[config.mk]
export PLATFORM = sky130hd
export DESIGN_NAME = adc_decoder
export DESIGN_NICKNAME = d
export VERILOG_FILES = /design/src/adc_decoder.v
export VERILOG_INCLUDE_DIRS = /design/src
export SDC_FILE = /design/constraint.sdc
export NUM_CORES = 1
export LEC_CHECK = 0
export BUFFER_PORTS_ARGS = -buffer_cell sky130_fd_sc_hd__clkbuf_2
export CAP_MARGIN = 30
export CORE_UTILIZATION = 56
export CTS_CLUSTER_DIAMETER = 30
export CTS_CLUSTER_SIZE = 10
export DETAILED_ROUTE_END_ITERATION = 12
export GPL_ROUTABILITY_DRIVEN = 0
export HOLD_SLACK_MARGIN = 0.03
export MAX_ROUTING_LAYER = met4
export PLACE_DENSITY = 0.9
export SLEW_MARGIN = 20
export SYNTH_ARGS = -nofsm -noshare
export SYNTH_HDL_FRONTEND = slang
export SYNTH_SLANG_ARGS = --single-unit
[constraint.sdc]
create_clock -name sys_clk -period 6.3 [get_ports sys_clk]
set_input_delay 0.63 -clock sys_clk [delete_from_list [all_inputs] [get_ports sys_clk]]
set_output_delay 0.63 -clock sys_clk [all_outputs]
set_load 0.1 [all_outputs]
[src/adc_consts.vh]
// Constants for the axis digital command decoder.
// Included by the decoder; holds definitions only.
`ifndef ADC_CONSTS_VH
`define ADC_CONSTS_VH

// Operating modes
`define ADC_MODE_MONO       2'h1
`define ADC_MODE_BISTABLE   2'h2
`define ADC_MODE_RESET      2'h1

// Mode 1 variants
`define ADC_VAR_HOLD        2'h0
`define ADC_VAR_NORM_RET    2'h1
`define ADC_VAR_RESET       2'h0

// APB register byte offsets
`define ADC_REG_CTRL        12'h000
`define ADC_REG_STATUS      12'h004
`define ADC_REG_IRQ_STAT    12'h008
`define ADC_REG_IRQ_MASK    12'h00C
`define ADC_REG_STROKE      12'h010

// Control register fields
`define ADC_CTRL_VAR_LSB    0
`define ADC_CTRL_MODE_LSB   4
`define ADC_CTRL_ENDSENSE   8

// Interrupt bits
`define ADC_IRQ_ERR         0
`define ADC_IRQ_TEACH_DONE  1
`define ADC_IRQ_AT_END      2
`define ADC_IRQ_BITS        3

// Motion states
`define ADC_ST_HOLD         3'h0
`define ADC_ST_EXTEND       3'h1
`define ADC_ST_RETRACT      3'h2
`define ADC_ST_TEACH_A      3'h3
`define ADC_ST_TEACH_B      3'h4
`define ADC_ST_DEPOWER      3'h5
`define ADC_ST_ERROR        3'h6

`endif

[src/adc_decoder.v]
// Command decoder for an electric linear axis with discrete inputs.
// Assumes asynchronous command pins, end switches and a thermal trip input;
// registers reached over APB on sys_clk.
// Operation
// (RL1) Two modes: monostable family or bistable
// (RL2) Mode one after reset
// (RL3) Hold-anywhere stroke stops at any position
// (RL4) No command: stop and keep regulating
// (RL5) Extend, retract or brake from two inputs
// (RL6) Retract plus teach: teach run retract first
// (RL7) Extend plus teach: teach run extend first
// (RL8) Controller never asserts extend and retract
// (RL9) Teach alone: depower, stay ready
// (RL10) Teach alone also clears errors
// (RL11) Normally retracted: extend input picks end
// (RL12) Normally retracted teach: retract first
// (RL13) Controller avoids extend with teach there
// (RL14) Thermal trip: drop ready, enter error
// (RL15) Depower only in bistable or hold-anywhere
// (RL16) Controller changes mode by power cycle; the code takes a new variant from any CTRL write at once, and a new mode when the write names mode 1 or 2
// (RL17) End outputs only at matching end
// (RL18) Ready while operational and error free
//
// Register access over APB and the register addresses were left to the implementer.
`timescale 1ns/1ns
`include "adc_consts.vh"

module adc_decoder #(
  parameter STROKE_W = 16                       // Width of learned stroke counter
) (
  // Clock and reset
  input  wire                sys_clk,
  input  wire                reset,
  // Command pins from the controller
  input  wire                extend_cmd_in,
  input  wire                retract_cmd_in,
  input  wire                teach_clear_depower_in,
  input  wire                depower_request_in,
  // Mechanical sensing
  input  wire                end_ext_sw,
  input  wire                end_ret_sw,
  input  wire                thermal_trip,
  // Status pins to the controller
  output reg                 ready_out,
  output reg                 at_extended_end_out,
  output reg                 at_retracted_end_out,
  // Drive commands to the motor stage
  output reg                 drive_extend,
  output reg                 drive_retract,
  output reg                 drive_slow,
  output reg                 regulate_en,
  output reg                 power_en,
  // APB slave
  input  wire                psel,
  input  wire                penable,
  input  wire                pwrite,
  input  wire [11:0]         paddr,
  input  wire [31:0]         pwdata,
  output reg  [31:0]         prdata,
  output reg                 pready,
  output reg                 pslverr,
  // Interrupt
  output reg                 irq
);

  // Two-stage synchronisers for all pin inputs
  reg  [6:0]          sync_a;                   // First stage, read only by second
  reg  [6:0]          sync_b;                   // Second stage, safe to use
  wire                ext_i  = sync_b[0];
  wire                ret_i  = sync_b[1];
  wire                tch_i  = sync_b[2];
  wire                dep_i  = sync_b[3];
  wire                sw_e   = sync_b[4];
  wire                sw_r   = sync_b[5];
  wire                therm  = sync_b[6];

  // Synchroniser chain
  always @(posedge sys_clk) begin
    if (reset) begin
      sync_a <= 7'h00;
      sync_b <= 7'h00;
    end else begin
      sync_a <= {thermal_trip, end_ret_sw, end_ext_sw, depower_request_in,
                 teach_clear_depower_in, retract_cmd_in, extend_cmd_in};
      sync_b <= sync_a;
    end
  end

  // Configuration and state
  reg  [1:0]          op_mode;                  // Operating mode
  reg  [1:0]          variant;                  // Mode 1 variant
  reg  [2:0]          state;                    // Motion state
  reg  [2:0]          next_state;
  reg                 teach_ext_first;          // Teach run direction
  reg  [STROKE_W-1:0] stroke_cnt;               // Counts cycles during teach leg
  reg  [STROKE_W-1:0] stroke;                   // Learned stroke
  reg  [`ADC_IRQ_BITS-1:0] irq_stat;            // Sticky events
  reg  [`ADC_IRQ_BITS-1:0] irq_mask;            // Interrupt enables
  reg                 at_end_d;                 // Previous end indication

  // Decode of the pin command for the active variant
  function [2:0] adc_decode;
    input [1:0] mode;
    input [1:0] var_sel;
    input       e;
    input       r;
    input       t;
    input       dep;
    begin
      adc_decode = `ADC_ST_HOLD;
      if (mode == `ADC_MODE_MONO && var_sel == `ADC_VAR_NORM_RET) begin
        // Single-input variant, extend alone picks the end [RL11]
        if (!t)
          adc_decode = e ? `ADC_ST_EXTEND : `ADC_ST_RETRACT;     // [RL11]
        else if (!e)
          adc_decode = `ADC_ST_TEACH_A;                          // [RL12]
        else
          adc_decode = `ADC_ST_HOLD;          // Undefined pair, stay put [RL13]
      end else begin
        // Hold-anywhere decode, bistable shares it here [RL1]
        case ({e, r, t})
          3'h4:    adc_decode = `ADC_ST_EXTEND;                  // [RL5]
          3'h2:    adc_decode = `ADC_ST_RETRACT;                 // [RL5]
          3'h3:    adc_decode = `ADC_ST_TEACH_A;                 // [RL6]
          3'h5:    adc_decode = `ADC_ST_TEACH_A;                 // [RL7]
          3'h1:    adc_decode = `ADC_ST_DEPOWER;                 // [RL9]
          default: adc_decode = `ADC_ST_HOLD;  // Stop or illegal pair [RL4] [RL8]
        endcase
        if (dep && adc_decode == `ADC_ST_HOLD)
          adc_decode = `ADC_ST_DEPOWER;                          // [RL15]
      end
    end
  endfunction

  wire [2:0] cmd_state = adc_decode(op_mode, variant, ext_i, ret_i, tch_i, dep_i);
  wire       clear_cmd = tch_i && !ext_i && !ret_i;              // [RL10]

  // Next state of the motion sequencer
  always @* begin
    next_state = state;
    case (state)
      `ADC_ST_ERROR: begin
        if (clear_cmd && !therm)
          next_state = `ADC_ST_DEPOWER;                          // [RL10]
      end
      `ADC_ST_TEACH_A: begin
        // First leg toward the chosen end
        if (teach_ext_first ? sw_e : sw_r)
          next_state = `ADC_ST_TEACH_B;                          // [RL6] [RL7]
      end
      `ADC_ST_TEACH_B: begin
        // Second leg measures the stroke
        if (teach_ext_first ? sw_r : sw_e)
          next_state = `ADC_ST_HOLD;
      end
      default: begin
        // Any new command interrupts the stroke [RL3]
        next_state = cmd_state;
      end
    endcase
    if (therm)
      next_state = `ADC_ST_ERROR;                                // [RL14]
  end

  // Sequencer, teach bookkeeping and outputs
  always @(posedge sys_clk) begin
    if (reset) begin
      state                <= `ADC_ST_HOLD;
      teach_ext_first      <= 1'b0;
      stroke_cnt           <= {STROKE_W{1'b0}};
      stroke               <= {STROKE_W{1'b0}};
      ready_out            <= 1'b0;
      at_extended_end_out  <= 1'b0;
      at_retracted_end_out <= 1'b0;
      drive_extend         <= 1'b0;
      drive_retract        <= 1'b0;
      drive_slow           <= 1'b0;
      regulate_en          <= 1'b0;
      power_en             <= 1'b0;
    end else begin
      state <= next_state;
      // Latch teach direction on entry
      if (state != `ADC_ST_TEACH_A && next_state == `ADC_ST_TEACH_A)
        teach_ext_first <= ext_i;                                // [RL7]
      // Count second leg, store on completion
      if (state == `ADC_ST_TEACH_A)
        stroke_cnt <= {STROKE_W{1'b0}};
      else if (state == `ADC_ST_TEACH_B)
        stroke_cnt <= stroke_cnt + 1'b1;
      if (state == `ADC_ST_TEACH_B && next_state == `ADC_ST_HOLD)
        stroke <= stroke_cnt;                                    // [RL6] [RL12]
      // Drive decode from the next state
      drive_extend  <= next_state == `ADC_ST_EXTEND ||
                       (next_state == `ADC_ST_TEACH_A && (state == `ADC_ST_TEACH_A
                        ? teach_ext_first : ext_i)) ||
                       (next_state == `ADC_ST_TEACH_B && !teach_ext_first);
      drive_retract <= next_state == `ADC_ST_RETRACT ||
                       (next_state == `ADC_ST_TEACH_A && !(state == `ADC_ST_TEACH_A
                        ? teach_ext_first : ext_i)) ||
                       (next_state == `ADC_ST_TEACH_B && teach_ext_first);
      drive_slow    <= next_state == `ADC_ST_TEACH_A || next_state == `ADC_ST_TEACH_B;
      // Regulation holds position unless depowered or failed
      regulate_en   <= next_state != `ADC_ST_DEPOWER && next_state != `ADC_ST_ERROR; // [RL4]
      power_en      <= next_state != `ADC_ST_DEPOWER && next_state != `ADC_ST_ERROR; // [RL9]
      ready_out     <= next_state != `ADC_ST_ERROR;              // [RL18] [RL9]
      // End indications follow the switches
      at_extended_end_out  <= sw_e && !sw_r;                     // [RL17]
      at_retracted_end_out <= sw_r && !sw_e;                     // [RL17]
    end
  end

  // APB access decode; a write lands only on the edge that sees pready high,
  // so the master and the slave agree on the one edge that completes it
  wire       apb_acc = psel && penable && !pready;
  wire       apb_wr  = psel && penable && pready && pwrite;
  wire       addr_ok = paddr == `ADC_REG_CTRL || paddr == `ADC_REG_STATUS ||
                       paddr == `ADC_REG_IRQ_STAT || paddr == `ADC_REG_IRQ_MASK ||
                       paddr == `ADC_REG_STROKE;
  wire [`ADC_IRQ_BITS-1:0] events;
  wire       at_end = at_extended_end_out || at_retracted_end_out;
  assign events = {at_end && !at_end_d,
                   state == `ADC_ST_TEACH_B && next_state == `ADC_ST_HOLD,
                   state != `ADC_ST_ERROR && next_state == `ADC_ST_ERROR};

  // Registers, one-wait-state answer, interrupt
  always @(posedge sys_clk) begin
    if (reset) begin
      op_mode  <= `ADC_MODE_RESET;                               // [RL2]
      variant  <= `ADC_VAR_RESET;
      irq_stat <= {`ADC_IRQ_BITS{1'b0}};
      irq_mask <= {`ADC_IRQ_BITS{1'b0}};
      at_end_d <= 1'b0;
      prdata   <= 32'h00000000;
      pready   <= 1'b0;
      pslverr  <= 1'b0;
      irq      <= 1'b0;
    end else begin
      at_end_d <= at_end;
      pready   <= apb_acc;
      pslverr  <= apb_acc && !addr_ok;
      // Control writes; only the two documented modes accepted
      if (apb_wr && paddr == `ADC_REG_CTRL) begin
        if (pwdata[`ADC_CTRL_MODE_LSB+1:`ADC_CTRL_MODE_LSB] == `ADC_MODE_MONO ||
            pwdata[`ADC_CTRL_MODE_LSB+1:`ADC_CTRL_MODE_LSB] == `ADC_MODE_BISTABLE)
          op_mode <= pwdata[`ADC_CTRL_MODE_LSB+1:`ADC_CTRL_MODE_LSB];  // [RL1]
        variant <= pwdata[`ADC_CTRL_VAR_LSB+1:`ADC_CTRL_VAR_LSB];
      end
      // Sticky status: set wins over write-one clear
      if (apb_wr && paddr == `ADC_REG_IRQ_STAT)
        irq_stat <= (irq_stat & ~pwdata[`ADC_IRQ_BITS-1:0]) | events;
      else
        irq_stat <= irq_stat | events;
      if (apb_wr && paddr == `ADC_REG_IRQ_MASK)
        irq_mask <= pwdata[`ADC_IRQ_BITS-1:0];
      irq <= |(irq_stat & irq_mask);
      // Read data
      prdata <= 32'h00000000;
      if (apb_acc && !pwrite) begin
        case (paddr)
          `ADC_REG_CTRL:     prdata <= {26'h0, op_mode, 2'h0, variant};
          `ADC_REG_STATUS:   prdata <= {23'h0, power_en, regulate_en, ready_out,
                                        at_retracted_end_out, at_extended_end_out,
                                        therm, state};
          `ADC_REG_IRQ_STAT: prdata <= {29'h0, irq_stat};
          `ADC_REG_IRQ_MASK: prdata <= {29'h0, irq_mask};
          `ADC_REG_STROKE:   prdata <= {{(32-STROKE_W){1'b0}}, stroke};
          default:           prdata <= 32'h00000000;
        endcase
      end
    end
  end

endmodule // adc_decoder

# Word level (Yosys, flattened, before mapping)
# Cells that the tools add are included.
# W data, S select, Z words.
word_totals:
  out_inout_bits: 43
  register_bits: 103
  input_bits: 56
  word_cells: 126
op_classes:
  reduce_logical: 55
  eq_ne: 25
  bitwise: 6
  muxes: 17
  addsub: 1
op_table:
  columns: ["operator", "n"]
  rows:
  - ["$pmux W16 S5", 1]
  - ["$logic_and A1 B1 Y1", 25]
  - ["$eq A12 B4 Y1 const B", 2]
  - ["$mux W3", 8]
  - ["$eq A3 B3 Y1 const B", 6]
  - ["$add A16 B1 Y16 const B", 1]
  - ["$eq A3 B2 Y1 const B", 5]
  - ["$eq A12 B3 Y1 const B", 1]
  - ["$eq A12 B5 Y1 const B", 1]
  - ["$logic_not A12 Y1", 1]
  - ["$pmux W3 S4", 1]
  - ["$logic_not A1 Y1", 11]
  - ["$logic_or A1 B1 Y1", 11]
  - ["$ne A3 B3 Y1 const B", 3]
  - ["$pmux W3 S3", 1]
  - ["$and A3 B3 Y3", 2]
  - ["$eq A2 B1 Y1 const B", 3]
  - ["$eq A3 B1 Y1 const B", 2]
  - ["$logic_not A3 Y1", 2]
  - ["$mux W2", 3]
  - ["$or A3 B3 Y3", 2]
  - ["$reduce_or A2 Y1", 3]
  - ["$mux W1", 3]
  - ["$ne A3 B2 Y1 const B", 1]
  - ["5 further kinds", 5]

# Depth between registers and ports, before layout
depth:
  word_depth: 14
  mapped_depth: 8
  depth_no_buf: 7

# Worst setup path before layout
# Ideal clock, no wire load.
synth_path:
  path_type: "reg2reg"
  from: "register teach_ext_first"
  to: "register stroke[15]"
  arrival_ps: 2120
  t_required_ps: 6172
  synth_period_minus_slack_ps: 2248
  setup_time_ps: 128
  path_stages_with_launch: 7
  setup_slack_ps: 4052
  path_buffers: 1
  cell_sequence: "dfxtp_1 mux2_4 a221o_1 a2111oi_4 buf_6 mux2i_1 nor2_1"
synth_between:
  elab_chain_cells: 6
  word_cells_on_any_way: 8
  classes_between: "mux: 6; reduce/logical: 2"
synth_rtl:
  columns: ["element", "line_no", "rtl"]
  rows:
  - ["start, declared", "adc_decoder.v:94", "reg teach_ext_first;"]
  - ["start signal, assigned", "adc_decoder.v:184", "teach_ext_first <= ext_i;"]
  - ["$mux W1, on equally long branches", "adc_decoder.v:153, adc_decoder.v:148", null]
  - ["$mux W3, on equally long branches", "adc_decoder.v:153, adc_decoder.v:148", null]
  - ["$pmux W3 S3 (*)", "adc_decoder.v:141", "case (state)"]
  - ["$mux W3 (*)", "adc_decoder.v:161", "if (therm)"]
  - ["$logic_not A3 Y1 (no source line) (*)", null, null]
  - ["$logic_and A1 B1 Y1 (no source line) (*)", null, null]
  - ["end signal, assigned", "adc_decoder.v:171", "stroke <= {STROKE_W{1'b0}};"]
  - ["end signal, assigned", "adc_decoder.v:191", "stroke <= stroke_cnt;"]
  - ["end, declared", "adc_decoder.v:96", "reg [STROKE_W-1:0] stroke;"]
# Mark *: on every way between the ends. The rest lies on a longest branch, timed or not.
# A chain may end at the register's enable or synchronous reset.

# Final worst setup path
layout_path:
  from: "input port paddr[10]"
  to: "register prdata[4]"
layout_between:
  elab_chain_cells: 2
  word_cells_on_any_way: 6
  classes_between: "eq/ne: 4; mux: 1; reduce/logical: 1"
layout_rtl:
  columns: ["element", "line_no", "rtl"]
  rows:
  - ["start, declared", "adc_decoder.v:57", "input wire [11:0] paddr,"]
  - ["$eq A12 B5 Y1 (tied with other cells)", "adc_decoder.v:259", "case (paddr)"]
  - ["$pmux W16 S5 (*)", "adc_decoder.v:259", null]
  - ["end signal, assigned", "adc_decoder.v:260", "`ADC_REG_CTRL: prdata <= {26'h0, op_mode, 2'h0, variant};"]
  - ["end signal, assigned", "adc_decoder.v:261", "`ADC_REG_STATUS: prdata <= {23'h0, power_en, regulate_en, ready_out,"]
  - ["end signal, assigned", "adc_decoder.v:264", "`ADC_REG_IRQ_STAT: prdata <= {29'h0, irq_stat};"]
  - ["end, declared", "adc_decoder.v:59", "output reg [31:0] prdata,"]
# Marks and branches as above.

==> results.yml <==
route:
  wl_met3_um: 575
  drtAntennaViolNets: 0
  drc: 0
  vias_per_cell: 5.66
  routed.top_layer: "met4"
  drt_iter0_drc: 188
  vias: 2907
  m1WireLength_mm: 3.04
  wl_mm: 7.27
  first_pass_iters: 4
  wl_per_cell_um: 14.1
  dr_wl_met2_mm: 3.45
sta:
  fin_tns_setup_ns: 0
  slew_violations: 0
  tightest_slew_ns: 0.941
  finalCritPeriodShare_pct: 37.4
  fmax_mhz: 424
  hold_viol: 0
  setup_violations: 0
  timing.final.crit_period_ns: 2.36
  slew_headroom_pct: 37.0
  rsz0062_at_grt: "false"
  fin_skew_ns: 0.0125
clock_network:
  cts.sinks: 87
  cts_made_buffers: 9
  cts_hold_buf: 0
  worstSkewPairLatency_ns: 0.36
  cts_setup_buffers: 0
  cts_tree: "built"
  root_buffer: "clkbuf_8"
  h-tree-depth: 3
  ctsResizeCount: 0
  clk_path_buf_depth: 2
  clkSlewWorstSetupHoldPaths_ns: 0.09
placement:
  hpwl_mm: 5.12
  portBuffers: 55
  dpl_cell_area_um2: 3870
setup_path:
  crit_chain: "clkbuf_2, nor4_1, nand3_1, nor2_1, o21ai_1, a21oi_1"
  cp.required_ns: 6.58
  worstReg2RegStart: "state[2]$_SDFF_PP0_"
  crit_type: "input pin to register"
  r2r_slack_ns: 3.95
  path_delay_family: "simple AND/OR/NAND/NOR gates"
  crit_fanout: 16
  cp.buffers_inverters: 1
  setup.worst_path.start_class: "input pin"
  cp-end-kind: "register"
  r2r_cells: 5
  worst_path_max_delay_cell: "nor2_1"
  critical_path_arrival_ns: 2.64
  slowest_delay_ns: 0.74
  r2r_end: "irq_stat[0]$_SDFF_PP0_"
synthesis:
  syn_inst: 385
  async_flop_share_pct: 0
  synth_area_leaders: "dfxtp_1, mux2i_1, nor2_1"
  synthDistinctLibCells: 55
  yosysWarningCount: 0
  synth_area_leader_cell: "dfxtp_1"
  netlist_area_um2: 3640
  ys.flop_type: "dfxtp_1"
  synth_edf_count: 0
  synth-seq-cells: 87
  avgSynthCellArea_um2: 9.45
  synth_top_area_share_pct: 47.9
  yosysSeqAreaShare_pct: 47.9
hold_path:
  hold_class: "register to register"
  hold_start: "at_end_d$_SDFF_PP0_"
  whs_path_depth: 1
  hold_end: "irq_stat[2]$_SDFF_PP0_"
cells_and_area:
  final_area_um2: 4070
  syn2layout_area_growth_pct: 12.0
  antenna_cells: 0
  fin_nets: 493
  drive_gt1_share_pct: 18.0
power_and_ir_drop:
  p_leak_nw: 1.69
  p_per_area_nw_per_um2: 280
  ir_drop_uv: 271
  power_mw: 1.14
floorplan:
  core-area_um2: 6100
  initial_utilization_pct: 59.7
  rows: 28
  ios: 99
  die_h_um: 82.6
  die_w_um: 82.6
  dieArea_um2: 6820
global_route:
  grt_max_degree: 60
  grt_pass1_wl_mm: 11.5
  track_usage_pct: 23.3
  grt_pass1_vias: 2672
  grt_antenna_before_repair: 0
  grt.overflow.total: 0
job:
  max-cap-violations: 0
outcome:
  status: "completed"
-- cells by family (layout without fill, tap and decap cells) --
kind of cell	after synthesis	count (layout)	share of synthesized area [%]
and+or+nand+nor	157	157	22.3
DFF	87	87	47.9
AOI/OAI and AO/OA	56	56	11.8
buffers and inverters	43	82	6.60
muxes	27	27	7.60
xor gates and xnor gates	11	11	2.65
adders and majority gates	3	3	1.03
other	1	16	0.103
-- worst reg2reg max path, cell delays in order (launching register included) --
cell and delay [ns]:
dfxtp_1 0.46, nor2b_1 0.49, nor3_1 0.25, a211oi_1 0.63, nor2_1 0.15, a31o_2 0.27
-- report_power, final --
part,switching [mW],internal (mW)
Clock,0.204,0.187
Sequential,0.0150,0.564
Combinational,0.128,0.0400
-- layout make-up --
class	instances	area, um^2
clock inverters	7	77.6
flip-flops and latches	87	1740
well taps	75	93.8
inverters	9	33.8
multi-input cells	270	1710
fillers	457	2020
clock buffers	9	124
repair buffers	57	290
-- synthesized netlist by cell type (2+ instances only) --
library cell / instances
nor3_1: 8
and4b_1: 2
nor2_1: 57
o21ai_0: 3
nand3b_1: 2
and4_1: 2
buf_4: 17
o31ai_1: 2
nand2_1: 18
dfxtp_1: 87
a22oi_1: 5
nand3_1: 8
mux2i_1: 25
nand2b_1: 5
nand4_1: 7
nor2b_1: 18
ha_1: 3
a211oi_1: 7
xnor2_1: 4
a2111oi_0: 2
a211o_1: 3
xor2_1: 7
inv_1: 9
o22a_1: 2
clkbuf_1: 14
and2_1: 4
or3_1: 3
nor4bb_1: 2
nor4_1: 4
a21oi_1: 15
a31o_2: 2
and3b_1: 2
buf_6: 2
nor3b_1: 3
and3_1: 11
-- registers in the layout (all words and copies together), names as in the netlist, 3 cells and up --
register and flops:
stroke_cnt 16, stroke 16, sync_b 7, prdata 16, irq_mask 3, sync_a 7
irq_stat 3, state 3
-- placed cells by master, fill, tap and decap left out, types with 3 or more instances in the layout --
cell,n
a211o_1,3
a211oi_1,7
a21oi_1,15
a22oi_1,5
and2_1,4
and3_1,11
clkbuf_2,55
clkbuf_8,9
conb_1,16
dfxtp_1,87
ha_1,3
inv_1,9
inv_6,3
mux2i_1,25
nand2_1,18
nand2b_1,5
nand3_1,8
nand4_1,7
nor2_1,57
nor2b_1,18
nor3_1,8
nor3b_1,3
nor4_1,4
o21ai_0,3
or3_1,3
xnor2_1,4
xor2_1,7
-- worst max-delay path by stage --
stage	cells after the start	endpoint	start
final	6	prdata[4]$_SDFF_PP0_	paddr[10]
after global routing	6	prdata[4]$_SDFF_PP0_	paddr[10]
after CTS	5	irq_stat[0]$_SDFF_PP0_	state[2]$_SDFF_PP0_
after detailed placement	6	prdata[7]$_SDFF_PP0_	paddr[10]
after global placement	6	prdata[5]$_SDFF_PP0_	paddr[10]
after floorplan	6	stroke[15]$_SDFFE_PP0P_	teach_ext_first$_SDFFE_PP0P_
-- stage by stage --
step / setup WS (ns) / std cells / util, % / hold WS [ns]
5_1_grt: 3.71 / 514 / 66.8 / 0.455
3_5_place_dp: 3.67 / 498 / 63.5 / 0.421
4_1_cts: 3.99 / 514 / 66.8 / 0.433
2_1_floorplan: 4.05 / 400 / - / 0.400
3_3_place_gp: 3.73 / 498 / 63.5 / 0.406
6_report: 3.94 / 514 / 66.8 / 0.433
-- layer usage --
layer | vias up | GRT usage [%]
li1 | 1419 | -
met1 | 1327 | 25.7
met5 | - | -
met2 | 137 | 39.0
met4 | 0 | 10.9
met3 | 24 | 6.59
Note: power is estimated with default switching activity, not from simulation.
